## src/ppim_pkg.sv

```systemverilog
// package: register map, field positions and reset values of the panel process image block
package ppim_pkg;

  // ******************************************
  // register byte addresses
  // ******************************************
  localparam logic [7:0] PPIM_KEY_STATE_IDX     = 8'h00;
  localparam logic [7:0] PPIM_DIG_INPUT_IDX     = 8'h01;
  localparam logic [7:0] PPIM_LED_RED_IDX       = 8'h00;
  localparam logic [7:0] PPIM_LED_GREEN_IDX     = 8'h01;
  localparam logic [7:0] PPIM_LED_BLUE_IDX      = 8'h02;
  localparam logic [7:0] PPIM_DIG_OUTPUT_IDX    = 8'h03;

  // input side (read) byte addresses
  localparam logic [7:0] PPIM_A_KEY_STATE      = 8'h00;
  localparam logic [7:0] PPIM_A_DIG_INPUT      = 8'h04;
  localparam logic [7:0] PPIM_A_SAFE_IN0       = 8'h08;
  localparam logic [7:0] PPIM_A_SAFE_IN1       = 8'h0C;
  localparam logic [7:0] PPIM_A_SAFE_IN2       = 8'h10;
  localparam logic [7:0] PPIM_A_SAFE_IN3       = 8'h14;
  localparam logic [7:0] PPIM_A_SAFE_IN4       = 8'h18;
  // output side (write, readback) byte addresses
  localparam logic [7:0] PPIM_A_LED_RED        = 8'h20;
  localparam logic [7:0] PPIM_A_LED_GREEN      = 8'h24;
  localparam logic [7:0] PPIM_A_LED_BLUE       = 8'h28;
  localparam logic [7:0] PPIM_A_DIG_OUTPUT     = 8'h2C;
  localparam logic [7:0] PPIM_A_SAFE_OUT0      = 8'h30;
  localparam logic [7:0] PPIM_A_SAFE_OUT1      = 8'h34;
  localparam logic [7:0] PPIM_A_SAFE_OUT2      = 8'h38;
  localparam logic [7:0] PPIM_A_SAFE_OUT3      = 8'h3C;
  // control and interrupt
  localparam logic [7:0] PPIM_A_CONFIG         = 8'h40;
  localparam logic [7:0] PPIM_A_IRQ_STATUS     = 8'h44;
  localparam logic [7:0] PPIM_A_IRQ_MASK       = 8'h48;

  // ******************************************
  // fields
  // ******************************************
  localparam int PPIM_CFG_MODE_LSB      = 0;   // evaluation mode, 2 bits
  localparam int PPIM_CFG_ASSIGN_LSB    = 8;   // inputs reserved for fail-safe, 8 bits
  localparam int PPIM_SAFE_ESTOP_BIT    = 0;
  localparam int PPIM_SAFE_ZERO_BIT     = 4;
  localparam int PPIM_SAFE_ONE_BIT      = 5;
  localparam int PPIM_IRQ_KEY_BIT       = 0;
  localparam int PPIM_IRQ_DIN_BIT       = 1;
  localparam int PPIM_IRQ_SAFE_BIT      = 2;
  localparam int PPIM_IRQ_OUT_BIT       = 3;
  localparam int PPIM_IRQ_W             = 4;

  // ******************************************
  // reset values
  // ******************************************
  localparam logic [7:0]  PPIM_RST_BYTE  = 8'h00;
  localparam logic [15:0] PPIM_RST_CFG   = 16'h0000;
  localparam logic [3:0]  PPIM_RST_MASK  = 4'h0;

  // ******************************************
  // evaluation modes and colours
  // ******************************************
  typedef enum logic [1:0] {
    PPIM_EVAL_NONE   = 2'h0,
    PPIM_EVAL_SINGLE = 2'h1,
    PPIM_EVAL_DUAL   = 2'h2
  } ppim_eval_t;

  typedef enum logic [2:0] {
    PPIM_LED_OFF    = 3'h0,
    PPIM_LED_RED    = 3'h1,
    PPIM_LED_GREEN  = 3'h2,
    PPIM_LED_BLUE   = 3'h3,
    PPIM_LED_YELLOW = 3'h4,
    PPIM_LED_WHITE  = 3'h5
  } ppim_color_t;

  // axi response codes
  localparam logic [1:0] PPIM_RESP_OKAY   = 2'h0;
  localparam logic [1:0] PPIM_RESP_SLVERR = 2'h2;

endpackage

```

## src/ppim_top.sv

```systemverilog
// panel process image map: axi4-lite register bank for keys, inputs, leds and fail-safe image
// Notes on behaviour
// [RULE1] standard input and output image kept apart from the fail-safe image
// [RULE2] input byte 0 bit n reports key n
// [RULE3] input byte 1 bit n reports standard input n
// [RULE4] output bytes 0..2 are red, green, blue planes; byte 3 digital outputs
// [RULE5] rgb 100 red, 010 green, 001 blue, 110 yellow, 111 white, others off
// [RULE6] inputs reserved for fail-safe read as zero in the standard image
// [RULE7] fail-safe image has five input and four output bytes from a base
// [RULE8] first fail-safe byte: bits unused by the evaluation read zero
// [RULE9] no evaluation configured: first fail-safe byte carries nothing
// [RULE10] single channel: bit 4 is safety input zero, bit 5 safety input one
// [RULE11] dual channel: bit 0 high only when both channels report released
// [RULE12] inputs sampled every cycle, written outputs applied at once
//
// The AXI4-Lite register port is this design's own decision.
`timescale 1ns/1ps
module ppim_top
  import ppim_pkg::*;
#(
  parameter int NUM_KEYS = 8,
  parameter int NUM_IO   = 8
) (
  // clock and reset
  input  wire logic          clk_i,
  input  wire logic          nrst_i,
  // axi4-lite write address
  input  wire logic [7:0]    s_axi_awaddr_i,
  input  wire logic          s_axi_awvalid_i,
  output logic               s_axi_awready_o,
  // axi4-lite write data
  input  wire logic [31:0]   s_axi_wdata_i,
  input  wire logic [3:0]    s_axi_wstrb_i,
  input  wire logic          s_axi_wvalid_i,
  output logic               s_axi_wready_o,
  // axi4-lite write response
  output logic [1:0]         s_axi_bresp_o,
  output logic               s_axi_bvalid_o,
  input  wire logic          s_axi_bready_i,
  // axi4-lite read address
  input  wire logic [7:0]    s_axi_araddr_i,
  input  wire logic          s_axi_arvalid_i,
  output logic               s_axi_arready_o,
  // axi4-lite read data
  output logic [31:0]        s_axi_rdata_o,
  output logic [1:0]         s_axi_rresp_o,
  output logic               s_axi_rvalid_o,
  input  wire logic          s_axi_rready_i,
  // panel pins
  input  wire logic [7:0]    key_pin_i,
  input  wire logic [7:0]    standard_input_bit_i,
  input  wire logic          safety_input_zero_i,
  input  wire logic          safety_input_one_i,
  // panel drive
  output logic [23:0]        led_color_o,
  output logic [7:0]         digital_output_o,
  output logic [31:0]        safety_output_o,
  // interrupt
  output logic               irq_o
);
  initial begin
    if (NUM_KEYS != 8 || NUM_IO != 8) $error("ppim_top: image bytes serve exactly 8 keys and 8 io");
  end

  // ******************************************
  // pin synchronisers
  // ******************************************
  logic [7:0] key_sync;
  logic [7:0] din_sync;
  logic [7:0] safe_sync;

  ppim_sync #(.WIDTH(8)) u_key_sync (.clk_i(clk_i), .nrst_i(nrst_i), .async_i(key_pin_i), .sync_o(key_sync));
  ppim_sync #(.WIDTH(8)) u_din_sync (.clk_i(clk_i), .nrst_i(nrst_i), .async_i(standard_input_bit_i),
                                     .sync_o(din_sync));
  ppim_sync #(.WIDTH(8)) u_safe_sync (.clk_i(clk_i), .nrst_i(nrst_i),
                                      .async_i({6'h00, safety_input_one_i, safety_input_zero_i}),
                                      .sync_o(safe_sync));

  // ******************************************
  // control registers
  // ******************************************
  logic [15:0]         cfg_reg;
  logic [7:0]          red_reg;
  logic [7:0]          green_reg;
  logic [7:0]          blue_reg;
  logic [7:0]          dout_reg;
  logic [31:0]         safe_out_reg;
  logic [PPIM_IRQ_W-1:0] irq_stat_reg;
  logic [PPIM_IRQ_W-1:0] irq_mask_reg;
  ppim_eval_t          eval_mode;
  logic [7:0]          safe_assign;

  assign eval_mode   = ppim_eval_t'(cfg_reg[PPIM_CFG_MODE_LSB +: 2]);
  assign safe_assign = cfg_reg[PPIM_CFG_ASSIGN_LSB +: 8];

  // ******************************************
  // input image
  // ******************************************
  logic [7:0] key_img_reg;
  logic [7:0] din_img_reg;
  logic [7:0] safe_img_reg;
  logic [7:0] safe_img_next;

  always_comb begin
    safe_img_next = 8'h00;                                       // [RULE8] [RULE9]
    unique case (eval_mode)
      PPIM_EVAL_SINGLE: begin
        safe_img_next[PPIM_SAFE_ZERO_BIT] = safe_sync[0];        // [RULE10]
        safe_img_next[PPIM_SAFE_ONE_BIT]  = safe_sync[1];        // [RULE10]
      end
      PPIM_EVAL_DUAL: begin
        // a discrepancy between channels counts as a fault and reads pressed
        safe_img_next[PPIM_SAFE_ESTOP_BIT] = safe_sync[0] & safe_sync[1];  // [RULE11]
      end
      default: safe_img_next = 8'h00;                            // [RULE9]
    endcase
  end

  // refreshed every clock so a read always sees the newest state
  always_ff @(posedge clk_i or negedge nrst_i) begin
    if (!nrst_i) begin
      key_img_reg  <= PPIM_RST_BYTE;
      din_img_reg  <= PPIM_RST_BYTE;
      safe_img_reg <= PPIM_RST_BYTE;
    end else begin
      key_img_reg  <= key_sync;                                  // [RULE2] [RULE12]
      din_img_reg  <= din_sync & ~safe_assign;                   // [RULE3] [RULE6]
      safe_img_reg <= safe_img_next;                             // [RULE1] [RULE12]
    end
  end

  // ******************************************
  // axi4-lite write channel
  // ******************************************
  logic       aw_held_reg;
  logic       w_held_reg;
  logic [7:0] aw_addr_reg;
  logic [31:0] w_data_reg;
  logic [3:0] w_strb_reg;
  logic       wr_fire;
  logic       wr_hit;

  assign wr_fire = aw_held_reg & w_held_reg & ~s_axi_bvalid_o;

  function automatic logic addr_writable(input logic [7:0] a);
    addr_writable = (a >= PPIM_A_LED_RED && a <= PPIM_A_SAFE_OUT3 && a[1:0] == 2'h0) ||
                    a == PPIM_A_CONFIG || a == PPIM_A_IRQ_STATUS || a == PPIM_A_IRQ_MASK;
  endfunction

  assign wr_hit = addr_writable(aw_addr_reg);

  always_ff @(posedge clk_i or negedge nrst_i) begin
    if (!nrst_i) begin
      aw_held_reg <= 1'b0;
      aw_addr_reg <= 8'h00;
    end else if (s_axi_awvalid_i && s_axi_awready_o) begin
      aw_held_reg <= 1'b1;
      aw_addr_reg <= s_axi_awaddr_i;
    end else if (wr_fire) begin
      aw_held_reg <= 1'b0;
    end
  end

  always_ff @(posedge clk_i or negedge nrst_i) begin
    if (!nrst_i) begin
      w_held_reg <= 1'b0;
      w_data_reg <= 32'h0000_0000;
      w_strb_reg <= 4'h0;
    end else if (s_axi_wvalid_i && s_axi_wready_o) begin
      w_held_reg <= 1'b1;
      w_data_reg <= s_axi_wdata_i;
      w_strb_reg <= s_axi_wstrb_i;
    end else if (wr_fire) begin
      w_held_reg <= 1'b0;
    end
  end

  // ready only while the slot is empty: one write in flight at a time
  always_ff @(posedge clk_i or negedge nrst_i) begin
    if (!nrst_i) begin
      s_axi_awready_o <= 1'b0;
      s_axi_wready_o  <= 1'b0;
    end else begin
      s_axi_awready_o <= ~aw_held_reg & ~(s_axi_awvalid_i & s_axi_awready_o) & ~s_axi_bvalid_o & ~wr_fire;
      s_axi_wready_o  <= ~w_held_reg & ~(s_axi_wvalid_i & s_axi_wready_o) & ~s_axi_bvalid_o & ~wr_fire;
    end
  end

  always_ff @(posedge clk_i or negedge nrst_i) begin
    if (!nrst_i) begin
      s_axi_bvalid_o <= 1'b0;
      s_axi_bresp_o  <= PPIM_RESP_OKAY;
    end else if (wr_fire) begin
      s_axi_bvalid_o <= 1'b1;
      s_axi_bresp_o  <= wr_hit ? PPIM_RESP_OKAY : PPIM_RESP_SLVERR;
    end else if (s_axi_bready_i) begin
      s_axi_bvalid_o <= 1'b0;
    end
  end

  // ******************************************
  // output image registers
  // ******************************************
  logic wr_en;
  // a refused write changes nothing, not even the interrupt status
  assign wr_en = wr_fire & wr_hit & w_strb_reg[0];

  always_ff @(posedge clk_i or negedge nrst_i) begin
    if (!nrst_i) begin
      red_reg   <= PPIM_RST_BYTE;
      green_reg <= PPIM_RST_BYTE;
      blue_reg  <= PPIM_RST_BYTE;
      dout_reg  <= PPIM_RST_BYTE;
    end else if (wr_en) begin
      if (aw_addr_reg == PPIM_A_LED_RED)    red_reg   <= w_data_reg[7:0];  // [RULE4]
      if (aw_addr_reg == PPIM_A_LED_GREEN)  green_reg <= w_data_reg[7:0];  // [RULE4]
      if (aw_addr_reg == PPIM_A_LED_BLUE)   blue_reg  <= w_data_reg[7:0];  // [RULE4]
      if (aw_addr_reg == PPIM_A_DIG_OUTPUT) dout_reg  <= w_data_reg[7:0];  // [RULE4]
    end
  end

  for (genvar g = 0; g < 4; g++) begin : g_safe_out
    always_ff @(posedge clk_i or negedge nrst_i) begin
      if (!nrst_i) begin
        safe_out_reg[8*g +: 8] <= PPIM_RST_BYTE;
      end else if (wr_en && aw_addr_reg == PPIM_A_SAFE_OUT0 + 8'(4*g)) begin
        safe_out_reg[8*g +: 8] <= w_data_reg[7:0];               // [RULE7]
      end
    end
  end

  always_ff @(posedge clk_i or negedge nrst_i) begin
    if (!nrst_i) begin
      cfg_reg      <= PPIM_RST_CFG;
      irq_mask_reg <= PPIM_RST_MASK;
    end else if (wr_fire) begin
      if (aw_addr_reg == PPIM_A_CONFIG && w_strb_reg[0]) cfg_reg[7:0]  <= w_data_reg[7:0];
      if (aw_addr_reg == PPIM_A_CONFIG && w_strb_reg[1]) cfg_reg[15:8] <= w_data_reg[15:8];
      if (aw_addr_reg == PPIM_A_IRQ_MASK && wr_en) irq_mask_reg <= w_data_reg[PPIM_IRQ_W-1:0];
    end
  end

  // ******************************************
  // drive outputs
  // ******************************************
  ppim_led_decode #(.NUM_LEDS(8)) u_led (
    .clk_i   (clk_i),
    .nrst_i  (nrst_i),
    .red_i   (red_reg),
    .green_i (green_reg),
    .blue_i  (blue_reg),
    .color_o (led_color_o)
  );

  always_ff @(posedge clk_i or negedge nrst_i) begin
    if (!nrst_i) begin
      digital_output_o <= PPIM_RST_BYTE;
      safety_output_o  <= 32'h0000_0000;
    end else begin
      digital_output_o <= dout_reg & ~safe_assign;               // [RULE6] [RULE12]
      safety_output_o  <= safe_out_reg;                          // [RULE1]
    end
  end

  // ******************************************
  // interrupts
  // ******************************************
  logic [PPIM_IRQ_W-1:0] irq_event;
  logic [PPIM_IRQ_W-1:0] irq_clear;

  assign irq_event[PPIM_IRQ_KEY_BIT]  = key_img_reg != key_sync;
  assign irq_event[PPIM_IRQ_DIN_BIT]  = din_img_reg != (din_sync & ~safe_assign);
  assign irq_event[PPIM_IRQ_SAFE_BIT] = safe_img_reg != safe_img_next;
  assign irq_event[PPIM_IRQ_OUT_BIT]  = wr_en && aw_addr_reg >= PPIM_A_LED_RED && aw_addr_reg <= PPIM_A_DIG_OUTPUT;
  assign irq_clear = (wr_en && aw_addr_reg == PPIM_A_IRQ_STATUS) ? w_data_reg[PPIM_IRQ_W-1:0] : '0;

  // a new event wins over a clear in the same cycle
  always_ff @(posedge clk_i or negedge nrst_i) begin
    if (!nrst_i) begin
      irq_stat_reg <= '0;
      irq_o        <= 1'b0;
    end else begin
      irq_stat_reg <= (irq_stat_reg & ~irq_clear) | irq_event;
      irq_o        <= |(((irq_stat_reg & ~irq_clear) | irq_event) & irq_mask_reg);
    end
  end

  // ******************************************
  // axi4-lite read channel
  // ******************************************
  logic [31:0] rd_data;
  logic        rd_hit;

  always_comb begin
    rd_data = 32'h0000_0000;
    rd_hit  = 1'b1;
    unique case (s_axi_araddr_i)
      PPIM_A_KEY_STATE:  rd_data[7:0] = key_img_reg;
      PPIM_A_DIG_INPUT:  rd_data[7:0] = din_img_reg;
      PPIM_A_SAFE_IN0:   rd_data[7:0] = safe_img_reg;
      PPIM_A_SAFE_IN1, PPIM_A_SAFE_IN2, PPIM_A_SAFE_IN3, PPIM_A_SAFE_IN4: rd_data = 32'h0000_0000;
      PPIM_A_LED_RED:    rd_data[7:0] = red_reg;
      PPIM_A_LED_GREEN:  rd_data[7:0] = green_reg;
      PPIM_A_LED_BLUE:   rd_data[7:0] = blue_reg;
      PPIM_A_DIG_OUTPUT: rd_data[7:0] = dout_reg;
      PPIM_A_SAFE_OUT0:  rd_data[7:0] = safe_out_reg[7:0];
      PPIM_A_SAFE_OUT1:  rd_data[7:0] = safe_out_reg[15:8];
      PPIM_A_SAFE_OUT2:  rd_data[7:0] = safe_out_reg[23:16];
      PPIM_A_SAFE_OUT3:  rd_data[7:0] = safe_out_reg[31:24];
      PPIM_A_CONFIG:     rd_data[15:0] = cfg_reg;
      PPIM_A_IRQ_STATUS: rd_data[PPIM_IRQ_W-1:0] = irq_stat_reg;
      PPIM_A_IRQ_MASK:   rd_data[PPIM_IRQ_W-1:0] = irq_mask_reg;
      default:           rd_hit = 1'b0;
    endcase
  end

  always_ff @(posedge clk_i or negedge nrst_i) begin
    if (!nrst_i) begin
      s_axi_arready_o <= 1'b0;
      s_axi_rvalid_o  <= 1'b0;
      s_axi_rdata_o   <= 32'h0000_0000;
      s_axi_rresp_o   <= PPIM_RESP_OKAY;
    end else if (s_axi_arvalid_i && s_axi_arready_o) begin
      s_axi_arready_o <= 1'b0;
      s_axi_rvalid_o  <= 1'b1;
      s_axi_rdata_o   <= rd_data;
      s_axi_rresp_o   <= rd_hit ? PPIM_RESP_OKAY : PPIM_RESP_SLVERR;
    end else if (s_axi_rvalid_o) begin
      if (s_axi_rready_i) s_axi_rvalid_o <= 1'b0;
    end else begin
      s_axi_arready_o <= 1'b1;
    end
  end
endmodule

```

## src/ppim_sync.sv

```systemverilog
// two flip-flop synchroniser for a bus of pin levels
`timescale 1ns/1ps
module ppim_sync #(
  parameter int WIDTH = 8
) (
  // clock and reset
  input  wire logic             clk_i,
  input  wire logic             nrst_i,
  // levels
  input  wire logic [WIDTH-1:0] async_i,
  output logic      [WIDTH-1:0] sync_o
);
  logic [WIDTH-1:0] stage_reg;

  initial begin
    if (WIDTH < 1) $error("ppim_sync: WIDTH must be at least 1");
  end

  // first stage is read only by the second
  always_ff @(posedge clk_i or negedge nrst_i) begin
    if (!nrst_i) begin
      stage_reg <= '0;
      sync_o    <= '0;
    end else begin
      stage_reg <= async_i;
      sync_o    <= stage_reg;
    end
  end
endmodule

```

## src/ppim_led_decode.sv

```systemverilog
// registered rgb plane decoder for the tricolour key leds
`timescale 1ns/1ps
module ppim_led_decode
  import ppim_pkg::*;
#(
  parameter int NUM_LEDS = 8
) (
  // clock and reset
  input  wire logic                  clk_i,
  input  wire logic                  nrst_i,
  // planes
  input  wire logic [NUM_LEDS-1:0]   red_i,
  input  wire logic [NUM_LEDS-1:0]   green_i,
  input  wire logic [NUM_LEDS-1:0]   blue_i,
  // drive: one colour per led, 3 bits each
  output logic      [3*NUM_LEDS-1:0] color_o
);
  initial begin
    if (NUM_LEDS < 1) $error("ppim_led_decode: NUM_LEDS must be at least 1");
  end

  function automatic ppim_color_t rgb_color(input logic [2:0] rgb);
    unique case (rgb)
      3'b100:  rgb_color = PPIM_LED_RED;
      3'b010:  rgb_color = PPIM_LED_GREEN;
      3'b001:  rgb_color = PPIM_LED_BLUE;
      3'b110:  rgb_color = PPIM_LED_YELLOW;
      3'b111:  rgb_color = PPIM_LED_WHITE;
      default: rgb_color = PPIM_LED_OFF;  // 000, 101 and 011 stay dark
    endcase
  endfunction

  for (genvar g = 0; g < NUM_LEDS; g++) begin : g_led
    always_ff @(posedge clk_i or negedge nrst_i) begin
      if (!nrst_i) begin
        color_o[3*g +: 3] <= PPIM_LED_OFF;
      end else begin
        color_o[3*g +: 3] <= rgb_color({red_i[g], green_i[g], blue_i[g]});  // [RULE5]
      end
    end
  end
endmodule

```

## config.mk

```make
export PLATFORM = sky130hd
export DESIGN_NAME = ppim_top
export DESIGN_NICKNAME = d
export VERILOG_FILES = /design/src/ppim_pkg.sv /design/src/ppim_top.sv /design/src/ppim_sync.sv /design/src/ppim_led_decode.sv
export SDC_FILE = /design/constraint.sdc
export NUM_CORES = 1
export LEC_CHECK = 0
export BUFFER_PORTS_ARGS = -buffer_cell sky130_fd_sc_hd__buf_2
export CAP_MARGIN = 20
export CORE_MARGIN = 1.5
export CORE_UTILIZATION = 40
export DETAILED_ROUTE_END_ITERATION = 6
export PLACE_DENSITY_LB_ADDON = 0.05
export SLEW_MARGIN = 20
export SYNTH_ARGS = -nofsm -noshare
export SYNTH_HDL_FRONTEND = slang
export SYNTH_SLANG_ARGS = --single-unit
```

## constraint.sdc

```tcl
create_clock -name clk_i -period 2.5 [get_ports clk_i]
set_input_delay 0.5 -clock clk_i [delete_from_list [all_inputs] [get_ports clk_i]]
set_output_delay 0.5 -clock clk_i [all_outputs]
set_load 0.01 [all_outputs]
```

==> results of run 1 <==
==> placed cells by master (no fill, tap or decap), types with 4 or more instances in the layout <==
master and instances:
and2_1 11, xnor2_1 28, buf_2 145, a21oi_1 12
nor2b_1 18, nand3_1 15, inv_1 6, and3_1 8
buf_4 36, mux2_2 117, clkbuf_16 27, bufinv_16 7
clkinv_2 6, clkbuf_8 4, mux2i_1 12, nand2_1 54
conb_1 18, dfrtp_1 259, nand3b_1 4, a211o_1 4
nor2_1 20, o22ai_1 5, o21ai_0 30, a22o_1 4
nand2b_1 14, nand4_1 6, nor4bb_1 4, a32oi_1 4
a22oi_1 15, nor3_1 4
==> layout make-up <==
cell class                 count  area, um2  share of cell area (%)
tap                          330        413                    3.28
antenna                        2       5.00                  0.0398
multi-input combinational    467       3580                    28.4
clock inverter                17        272                    2.16
sequential                   259       6480                    51.5
clock buffer                  32        734                    5.84
timing repair buffer         186       1080                    8.59
inverter                       6       22.5                   0.179
==> worst max-delay path: stages (launching register included) <==
cell      delay [ns]
dfrtp_1         0.43
nand4b_1        0.36
nor4_4          0.45
nand4_2         0.46
mux2_2          0.43
==> worst paths after layout <==
| check | cells after the start | to | slack, ns | startpoint |
|---|---|---|---|---|
| max reg2reg | 4 | dout_reg[2] | 0.24 | s_axi_bvalid_o |
| max in group asynchronous | 3 | u_safe_sync.sync_o[1] | 1.23 | nrst_i |
| max | 4 | dout_reg[2] | 0.24 | s_axi_bvalid_o |
| min | 1 | u_key_sync.stage_reg[2] | 0.08 | key_pin_i[2] |
| min reg2reg | 0 | u_din_sync.sync_o[4] | 0.35 | u_din_sync.stage_reg[4] |
| min in group asynchronous | 2 | u_led.color_o[15] | 0.55 | nrst_i |
==> Yosys cell counts (all sizes together), types with 4 or more instances <==
master,count,area (um2)
dfrtp,259,6480
mux2,118,1330
nand2,54,203
buf,38,238
o21ai,30,150
xnor2,28,245
nor2,22,87.6
nor2b,18,113
a22oi,15,113
nand3,15,75.1
nand2b,14,87.6
clkbuf,13,48.8
a21oi,12,60.1
mux2i,12,120
and2,11,68.8
and3,8,50.1
nand4,7,50.1
inv,6,22.5
nor3,6,46.3
nor4b,6,71.3
nor4,5,58.8
o22ai,5,31.3
a211o,4,35.0
a22o,4,35.0
a32oi,4,35.0
nand3b,4,30.0
nor4bb,4,40.0
==> per-layer routing <==
layer  vias up  routed length, um
li1       3062                  -
met1      3325              11900
met2       198              11700
met4         0                528
met3        34               1340
met5         -                  0
==> power breakdown <==
part / internal (W) / switching [W]
registers: 0.00461 / 0.000508
logic: 0.000581 / 0.000631
clock network: 0.00282 / 0.00163
total: 0.00801 / 0.00277
==> per-stage QoR <==
step / cells / power (W) / util (%) / setup WS, ns / cell area, um2
2_1_floorplan: 783 / 0.00586 / - / 0.527 / 10400
3_5_place_dp: 1247 / 0.00643 / 45.8 / 0.232 / 11600
3_3_place_gp: 1247 / 0.00637 / 45.8 / 0.260 / 11600
6_report: 1299 / 0.0108 / 49.8 / 0.244 / 12600
4_1_cts: 1297 / 0.0109 / 49.8 / 0.232 / 12600
5_1_grt: 1297 / 0.0113 / 49.8 / 0.143 / 12600
==> cells by family after synthesis <==
family	share of synthesized area, %
compound gates	6.61
xor+xnor	2.38
buf+inv	3.00
flops	62.9
mux	14.3
other cells	0.0364
simple gates	10.8
==> impl_metrics.env, run 1 <==
export IMPL_synth_area_per_cell_um2=13.4
export IMPL_initial_utilization_pct=40.8
export IMPL_worst_pin_slew_ns=0.561
export IMPL_fin_skew_ns=0.00795
export IMPL_crit_path_start_kind="flop"
export IMPL_outcome="finished, final reports clean"
export IMPL_crit_required_ns=2.90
export IMPL_drv_slew=0
export IMPL_rsz0062_at_grt="no"
export IMPL_yosysSeqAreaShare_pct=62.9
export IMPL_grtUsageMet1_pct=28.7
export IMPL_grt_ovfl_total=0
export IMPL_drtIter0Drc=409
export IMPL_critical_path_class="flop to flop"
export IMPL_first_pass_iters=4
export IMPL_core_um2=25300
export IMPL_hold_viol=0
export IMPL_dpl_hpwl_um=18500
export IMPL_synth_main_ff_cell="dfrtp_1"
export IMPL_drt_antenna_violating_nets=0
export IMPL_cts_root_buffer="clkbuf_16"
export IMPL_syn_inst=766
export IMPL_place_congestion=0.885
export IMPL_clk_latency_ns=0.52
export IMPL_die_area_um2=26700
export IMPL_hp_class="input port to flop"
export IMPL_grt_util_met3_pct=2.95
export IMPL_setup_viol=0
export IMPL_post_cts_resized=0
export IMPL_die_w_um=163
export IMPL_p_leak_nw=6.15
export IMPL_io_pins=183
export IMPL_yosysUniqueCellTypes=66
export IMPL_drc_errors=0
export IMPL_grt_util_met2_pct=30.4
export IMPL_antenna_found_initial=0
export IMPL_cts_clk_slew_worst_paths_ns=0.06
export IMPL_hold_ws_ns=0.0834
export IMPL_drv_cap=0
export IMPL_cts_tree="built"
export IMPL_cp_arrival_ns=2.66
export IMPL_drive_gt1_share_pct=37.8
export IMPL_drt_wirelength_per_cell_um=19.6
export IMPL_vias=6619
export IMPL_via_per_inst=5.10
export IMPL_async_reset_ff_share_pct=100
export IMPL_setup_tns_final_ns=0
export IMPL_clk_path_buf_depth=3
export IMPL_io_buffers=146
export IMPL_grt_max_degree=71
export IMPL_syn_to_final_growth_pct=22.2
export IMPL_ir_worst_vdd_mv=0.577
export IMPL_holdBufCountCts=1
export IMPL_core_rowCount=58
export IMPL_numClockSinks=259
export IMPL_crit_fanout=8
export IMPL_numCtsBuffers=27
export IMPL_synth_edf_count=0
export IMPL_grt_pass1_vias=6708
export IMPL_fillers=2251
export IMPL_power_density_nw_per_um2=857
export IMPL_ys_seq_elements=259
export IMPL_cts_setup_buffers=0
export IMPL_grt_pass1_wl_um=39700
export IMPL_syn_area_um2=10300
export IMPL_die_y_um=163
export IMPL_fin_crit_sh_pct=90.3
export IMPL_h_tree_depth=1
export IMPL_end_kind="flop"
export IMPL_grt_usage_pct=19.6
export IMPL_fmax_mhz=443
export IMPL_slew_headroom_pct=62.6
export IMPL_ys_warn_count=0
export IMPL_grt_busiest_layer="met2"
export IMPL_routed_wl_um=25500
export IMPL_nNetsFinal=1024
export IMPL_finalCriticalPeriod_ns=2.26
Power figures use the tool's default switching activity.
==> run 2, diff against run 1 <==
--- a/config.mk
+++ b/config.mk
@@ -5,9 +5,9 @@
 export SDC_FILE = /design/constraint.sdc
 export NUM_CORES = 1
 export LEC_CHECK = 0
-export BUFFER_PORTS_ARGS = -buffer_cell sky130_fd_sc_hd__buf_2
+export BUFFER_PORTS_ARGS = -buffer_cell sky130_fd_sc_hd__clkbuf_2
 export CAP_MARGIN = 20
-export CORE_MARGIN = 1.5
+export CORE_MARGIN = 5
 export CORE_UTILIZATION = 40
 export DETAILED_ROUTE_END_ITERATION = 6
 export PLACE_DENSITY_LB_ADDON = 0.05
==> constraint.sdc (replaced) <==
create_clock -name clk_i -period 2.5 [get_ports clk_i]
set_input_delay 0.5 -clock clk_i [delete_from_list [all_inputs] [get_ports clk_i]]
set_output_delay 0.5 -clock clk_i [all_outputs]
set_load 0.1 [all_outputs]
==> run 2 against run 1 <==
  * Die area grew 8.7%
  * Clock power fell by 7.2%
  * Via count rose by 0.94%
  * Largest power group unchanged
  * Global-route usage decreased by 1.4 points
  * First-iteration DRC count is 1.7% lower
  * Sequential share of layout area rose by 0.20 points
  * Critical path type unchanged
  * Combinational power increased by 57%
  * Non-clock buffer count is 4 higher
  * Total power rose by 3.2%
  * Design area is 0.38% lower
  * Worst hold slack got worse by 0.011 ns
==> impl_metrics.env, run 2 (synthesized netlist as in run 1, its figures left out) <==
export IMPL_die_w_um=170
export IMPL_initial_utilization_pct=40.8
export IMPL_finalCriticalPeriod_ns=2.16
export IMPL_cts_root_buffer="clkbuf_16"
export IMPL_outcome="finished, final reports clean"
export IMPL_finish_utilization_pct=49.6
export IMPL_place_congestion=0.874
export IMPL_first_pass_iters=4
export IMPL_die_area_um2=29100
export IMPL_cts_tree="built"
export IMPL_p_leak_nw=6.07
export IMPL_antenna_found_initial=1
export IMPL_hold_viol=0
export IMPL_end_kind="flop"
export IMPL_final_cell_mix="dfrtp_1 (259), clkbuf_2 (145), mux2_2 (117)"
export IMPL_die_y_um=170
export IMPL_numClockSinks=259
export IMPL_critPathSlowestCell="dfrtp_1"
export IMPL_drt_wirelength_per_cell_um=20.1
export IMPL_clk_latency_ns=0.53
export IMPL_cp_arrival_ns=2.57
export IMPL_fin_crit_sh_pct=86.3
export IMPL_ir_worst_vdd_mv=0.617
export IMPL_worst_pin_slew_ns=0.634
export IMPL_path_buf_inv=1
export IMPL_layout_commonest_cell="dfrtp_1"
export IMPL_rsz0062_at_grt="no"
export IMPL_critical_path_class="flop to flop"
export IMPL_fin_skew_ns=0.00969
export IMPL_hp_class="input port to flop"
export IMPL_crit_fanout=8
export IMPL_setup_viol=0
export IMPL_crit_path_start_kind="flop"
export IMPL_grt_max_degree=75
export IMPL_fin_area_um2=12500
export IMPL_h_tree_depth=1
export IMPL_fmax_mhz=464
export IMPL_grt_usage_pct=18.2
export IMPL_place_area_um2=11600
export IMPL_fillers=2251
export IMPL_drtIter0Drc=402
export IMPL_drv_cap=0
export IMPL_regArea_um2=6480
export IMPL_path_delay_family="simple AND/OR/NAND/NOR gates"
export IMPL_cts_clk_slew_worst_paths_ns=0.06
export IMPL_numCtsBuffers=28
export IMPL_slew_headroom_pct=57.8
export IMPL_via_per_inst=5.14
export IMPL_core_um2=25300
export IMPL_power_density_nw_per_um2=888
export IMPL_grt_ovfl_total=0
export IMPL_io_pins=183
export IMPL_crit_required_ns=2.91
export IMPL_syn_to_final_growth_pct=21.7
export IMPL_max_stage_delay_ns=0.43
export IMPL_drc_errors=0
export IMPL_multi_input_area_um2=3580
export IMPL_grt_pass1_vias=7128
export IMPL_routed_wl_um=26200
export IMPL_io_buffers=146
export IMPL_drv_slew=0
export IMPL_clk_path_buf_depth=3
export IMPL_drive_gt1_share_pct=37.6
export IMPL_setup_tns_final_ns=0
export IMPL_core_rowCount=58
export IMPL_cts_setup_buffers=0
export IMPL_grt_pass1_wl_um=41300
export IMPL_vias=6681
export IMPL_worstPathCellList="nand4b_1 > nor3_1 > nand2_1 > nor3_4 > buf_4 > mux2_2"
export IMPL_drt_antenna_violating_nets=0
export IMPL_nNetsFinal=1029
export IMPL_dpl_hpwl_um=19000
run 2: changes by cell type in the layout (fill, tap and decap cells not counted), moves of 2 or more:
cell        change
clkbuf_1        +4
clkbuf_16       +2
clkbuf_2      +145
buf_4           +4
bufinv_16       -4
clkinvlp_4      -2
buf_2         -145
run 2: power by group:
group | total [W] | switching, W | internal (W)
Sequential | 0.00510 | 0.000483 | 0.00462
Clock | 0.00413 | 0.00160 | 0.00253
Combinational | 0.00190 | 0.00131 | 0.000591
Total | 0.0111 | 0.00339 | 0.00774
run 2: worst register-to-register path, stage by stage, from the launching register on:
cell	delay (ns)
dfrtp_1	0.43
nand4b_1	0.37
nor3_1	0.30
nand2_1	0.18
nor3_4	0.16
buf_4	0.23
mux2_2	0.36
run 2: routing by layer:
| metal | share of wire [%] | up-vias | track usage [%] |
|---|---|---|---|
| li1 | - | 3061 | - |
| met1 | 46 | 3370 | 26.7 |
| met2 | 46 | 213 | 28.6 |
| met3 | 5.5 | 37 | 3.16 |
| met4 | 2.1 | 0 | 4.24 |
| met5 | 0 | - | 0 |
run 2: worst paths after layout:
check,endpoint,depth (start not counted),start,slack [ns]
setup / recovery,safe_out_reg[17],6,s_axi_bvalid_o,0.34
hold / removal,u_safe_sync.stage_reg[0],1,safety_input_zero_i,0.07
setup reg to reg,safe_out_reg[17],6,s_axi_bvalid_o,0.34
hold reg to reg,u_din_sync.sync_o[7],0,u_din_sync.stage_reg[7],0.35
max in group asynchronous,green_reg[1],3,nrst_i,1.18
min in group asynchronous,u_led.color_o[17],2,nrst_i,0.53
run 2: layout make-up:
type | instances | area share (%)
flip-flops and latches | 259 | 51.7
multi-input cells | 467 | 28.5
repair buffers | 190 | 8.86
clock buffers | 38 | 6.38
well taps | 330 | 3.29
clock inverters | 10 | 1.05
inverters | 6 | 0.180
diodes | 1 | 0.0200
run 2: what timing repair did:
| action | CTS | global route |
|---|---|---|
| gates resized for setup | 0 | 0 |
| hold buffers | 1 | 0 |
| hold endpoints to repair | 64 | 0 |
run 2: through the flow:
| stage | worst slack, ns | cells | hold slack (ns) | total power [W] |
|---|---|---|---|---|
| after CTS | 0.313 | 1300 | 0.0476 | 0.0113 |
| after global routing | 0.171 | 1301 | 0.0469 | 0.0116 |
| after detailed placement | 0.302 | 1251 | 0.335 | 0.00709 |
| final | 0.344 | 1301 | 0.0723 | 0.0111 |
| after global placement | 0.352 | 1251 | 0.334 | 0.00703 |
| after floorplan | 0.0961 | 783 | 0.204 | 0.00649 |
==> run 3, diff against run 2 <==
==> constraint.sdc (replaced) <==
create_clock -name clk_i -period 2.5 [get_ports clk_i]
set_input_delay 0.75 -clock clk_i [delete_from_list [all_inputs] [get_ports clk_i]]
set_output_delay 0.75 -clock clk_i [all_outputs]
set_load 0.1 [all_outputs]
==> run 3 against run 2 <==
  * Combinational power up 5%
  * Wire length is 1.6% higher
  * Critical endpoint is now dout_reg[7]
  * Critical path depth shrank 2
  * Non-clock buffer count grew 2
  * Highest routed layer unchanged
  * First-iteration DRC count rose by 6.2%
  * Register-to-register slack worse by 0.11 ns
  * Final cell count up 0.23%
  * Sequential cell count did not move
  * Total power rose by 3.3%
  * Design area up 0.77%
  * Largest cell class unchanged
  * Die area unchanged
==> impl_metrics.env, run 3 (synthesized netlist as in run 1, its figures left out) <==
export IMPL_hp_class="input port to async pin"
export IMPL_cts_clk_slew_worst_paths_ns=0.06
export IMPL_reg2reg_to="dout_reg[7]"
export IMPL_io_buffers=146
export IMPL_hold_ws_ns=0.117
export IMPL_grt_pass1_vias=7122
export IMPL_crit_start="s_axi_bvalid_o"
export IMPL_fillers=2237
export IMPL_grt_ovfl_total=0
export IMPL_die_w_um=170
export IMPL_initial_utilization_pct=40.8
export IMPL_drt_wirelength_per_cell_um=20.4
export IMPL_numClockSinks=259
export IMPL_hold_viol=0
export IMPL_power_density_nw_per_um2=910
export IMPL_dpl_hpwl_um=19300
export IMPL_layout_commonest_cell="dfrtp_1"
export IMPL_grt_pass1_wl_um=41800
export IMPL_slew_headroom_pct=62.2
export IMPL_r2r_start="s_axi_bvalid_o"
export IMPL_drv_slew=0
export IMPL_post_cts_resized=0
export IMPL_place_congestion=0.866
export IMPL_fin_total_pwr_w=0.0115
export IMPL_grt_usage_pct=18.6
export IMPL_die_area_um2=29100
export IMPL_holdBufCountCts=0
export IMPL_drc_errors=0
export IMPL_end_kind="flop"
export IMPL_cts_setup_buffers=0
export IMPL_numCtsBuffers=28
export IMPL_drv_cap=0
export IMPL_drt_antenna_violating_nets=0
export IMPL_vias=6706
export IMPL_die_y_um=170
export IMPL_cts_root_buffer="clkbuf_16"
export IMPL_first_pass_iters=5
export IMPL_grt_max_degree=82
export IMPL_setup_viol=0
export IMPL_antenna_found_initial=0
export IMPL_outcome="finished, final reports clean"
export IMPL_nNetsFinal=1031
export IMPL_drive_gt1_share_pct=38.1
export IMPL_crit_path_start_kind="flop"
export IMPL_finalCriticalPeriod_ns=2.27
export IMPL_crit_fanout=8
export IMPL_fin_skew_ns=0.0204
export IMPL_crit_required_ns=2.91
export IMPL_clk_latency_ns=0.54
export IMPL_crit_path_end="dout_reg[7]"
export IMPL_routed_wl_um=26600
export IMPL_core_um2=25300
export IMPL_rsz0062_at_grt="no"
export IMPL_io_pins=183
export IMPL_regArea_um2=6480
export IMPL_layout_setup_ws_ns=0.230
export IMPL_h_tree_depth=1
export IMPL_clk_path_buf_depth=3
export IMPL_cp_arrival_ns=2.68
export IMPL_core_rowCount=58
export IMPL_critical_path_class="flop to flop"
export IMPL_rrSetupSlack_ns=0.23
export IMPL_fin_crit_sh_pct=90.8
export IMPL_via_per_inst=5.14
export IMPL_final_cell_mix="dfrtp_1 (259), clkbuf_2 (145), mux2_2 (117)"
export IMPL_setup_tns_final_ns=0
export IMPL_drtIter0Drc=427
export IMPL_multi_input_area_um2=3580
export IMPL_cts_tree="built"
export IMPL_syn_to_final_growth_pct=22.6
export IMPL_fmax_mhz=441
export IMPL_worst_r2r_cell_count=4
export IMPL_ir_worst_vdd_mv=0.611
export IMPL_p_leak_nw=6.12
export IMPL_worst_pin_slew_ns=0.559
export IMPL_place_ws_ns=0.116
## run 3: cell types whose count changed in the layout (fill, tap and decap cells not counted), moves of 2 or more
cell       before  now
buf_4          40   43
bufinv_16       3    5
clkbuf_1        5    3
clkbuf_8        4    6
clkinv_2        5    2
## run 3: worst min path at each step
stage	start	to	cells past startpoint
floorplan	u_din_sync.stage_reg[0]	u_din_sync.sync_o[0]	0
global placement	u_key_sync.stage_reg[1]	u_key_sync.sync_o[1]	0
detailed placement	u_safe_sync.stage_reg[0]	u_safe_sync.sync_o[0]	0
CTS	nrst_i	s_axi_rdata_o[5]	1
global route	nrst_i	u_led.color_o[19]	1
finish	nrst_i	u_led.color_o[20]	1
## run 3: cell type report
type	count	share of cell area, %
multi-input combinational	467	28.3
clock inverter	11	1.55
timing repair buffer	192	8.89
tap	330	3.27
clock buffer	38	6.49
sequential	259	51.3
inverter	6	0.178
antenna	1	0.0198
## run 3: worst max-delay path, stage by stage, from the launching register on
cell      delay, ns
dfrtp_1        0.43
nand4b_1       0.39
nor4_4         0.47
nand4_2        0.43
mux2_2         0.41
## run 3: power by group
part           switching [W]  internal (W)
clock                0.00165       0.00280
combinational        0.00137      0.000616
sequential          0.000438       0.00462
## run 3: metal layers
metal,wire length [um],GRT usage (%)
met1,12100,26.9
met3,1550,3.09
met5,0,0
met2,12500,29.4
met4,520,4.62
## run 3: per-stage QoR
step	area [um2]	utilization, %	instances
2_1_floorplan	10400	-	783
4_1_cts	12600	50.0	1303
3_3_place_gp	11600	46.0	1254
5_1_grt	12600	50.0	1303
3_5_place_dp	11600	46.0	1254
6_report	12600	50.0	1304
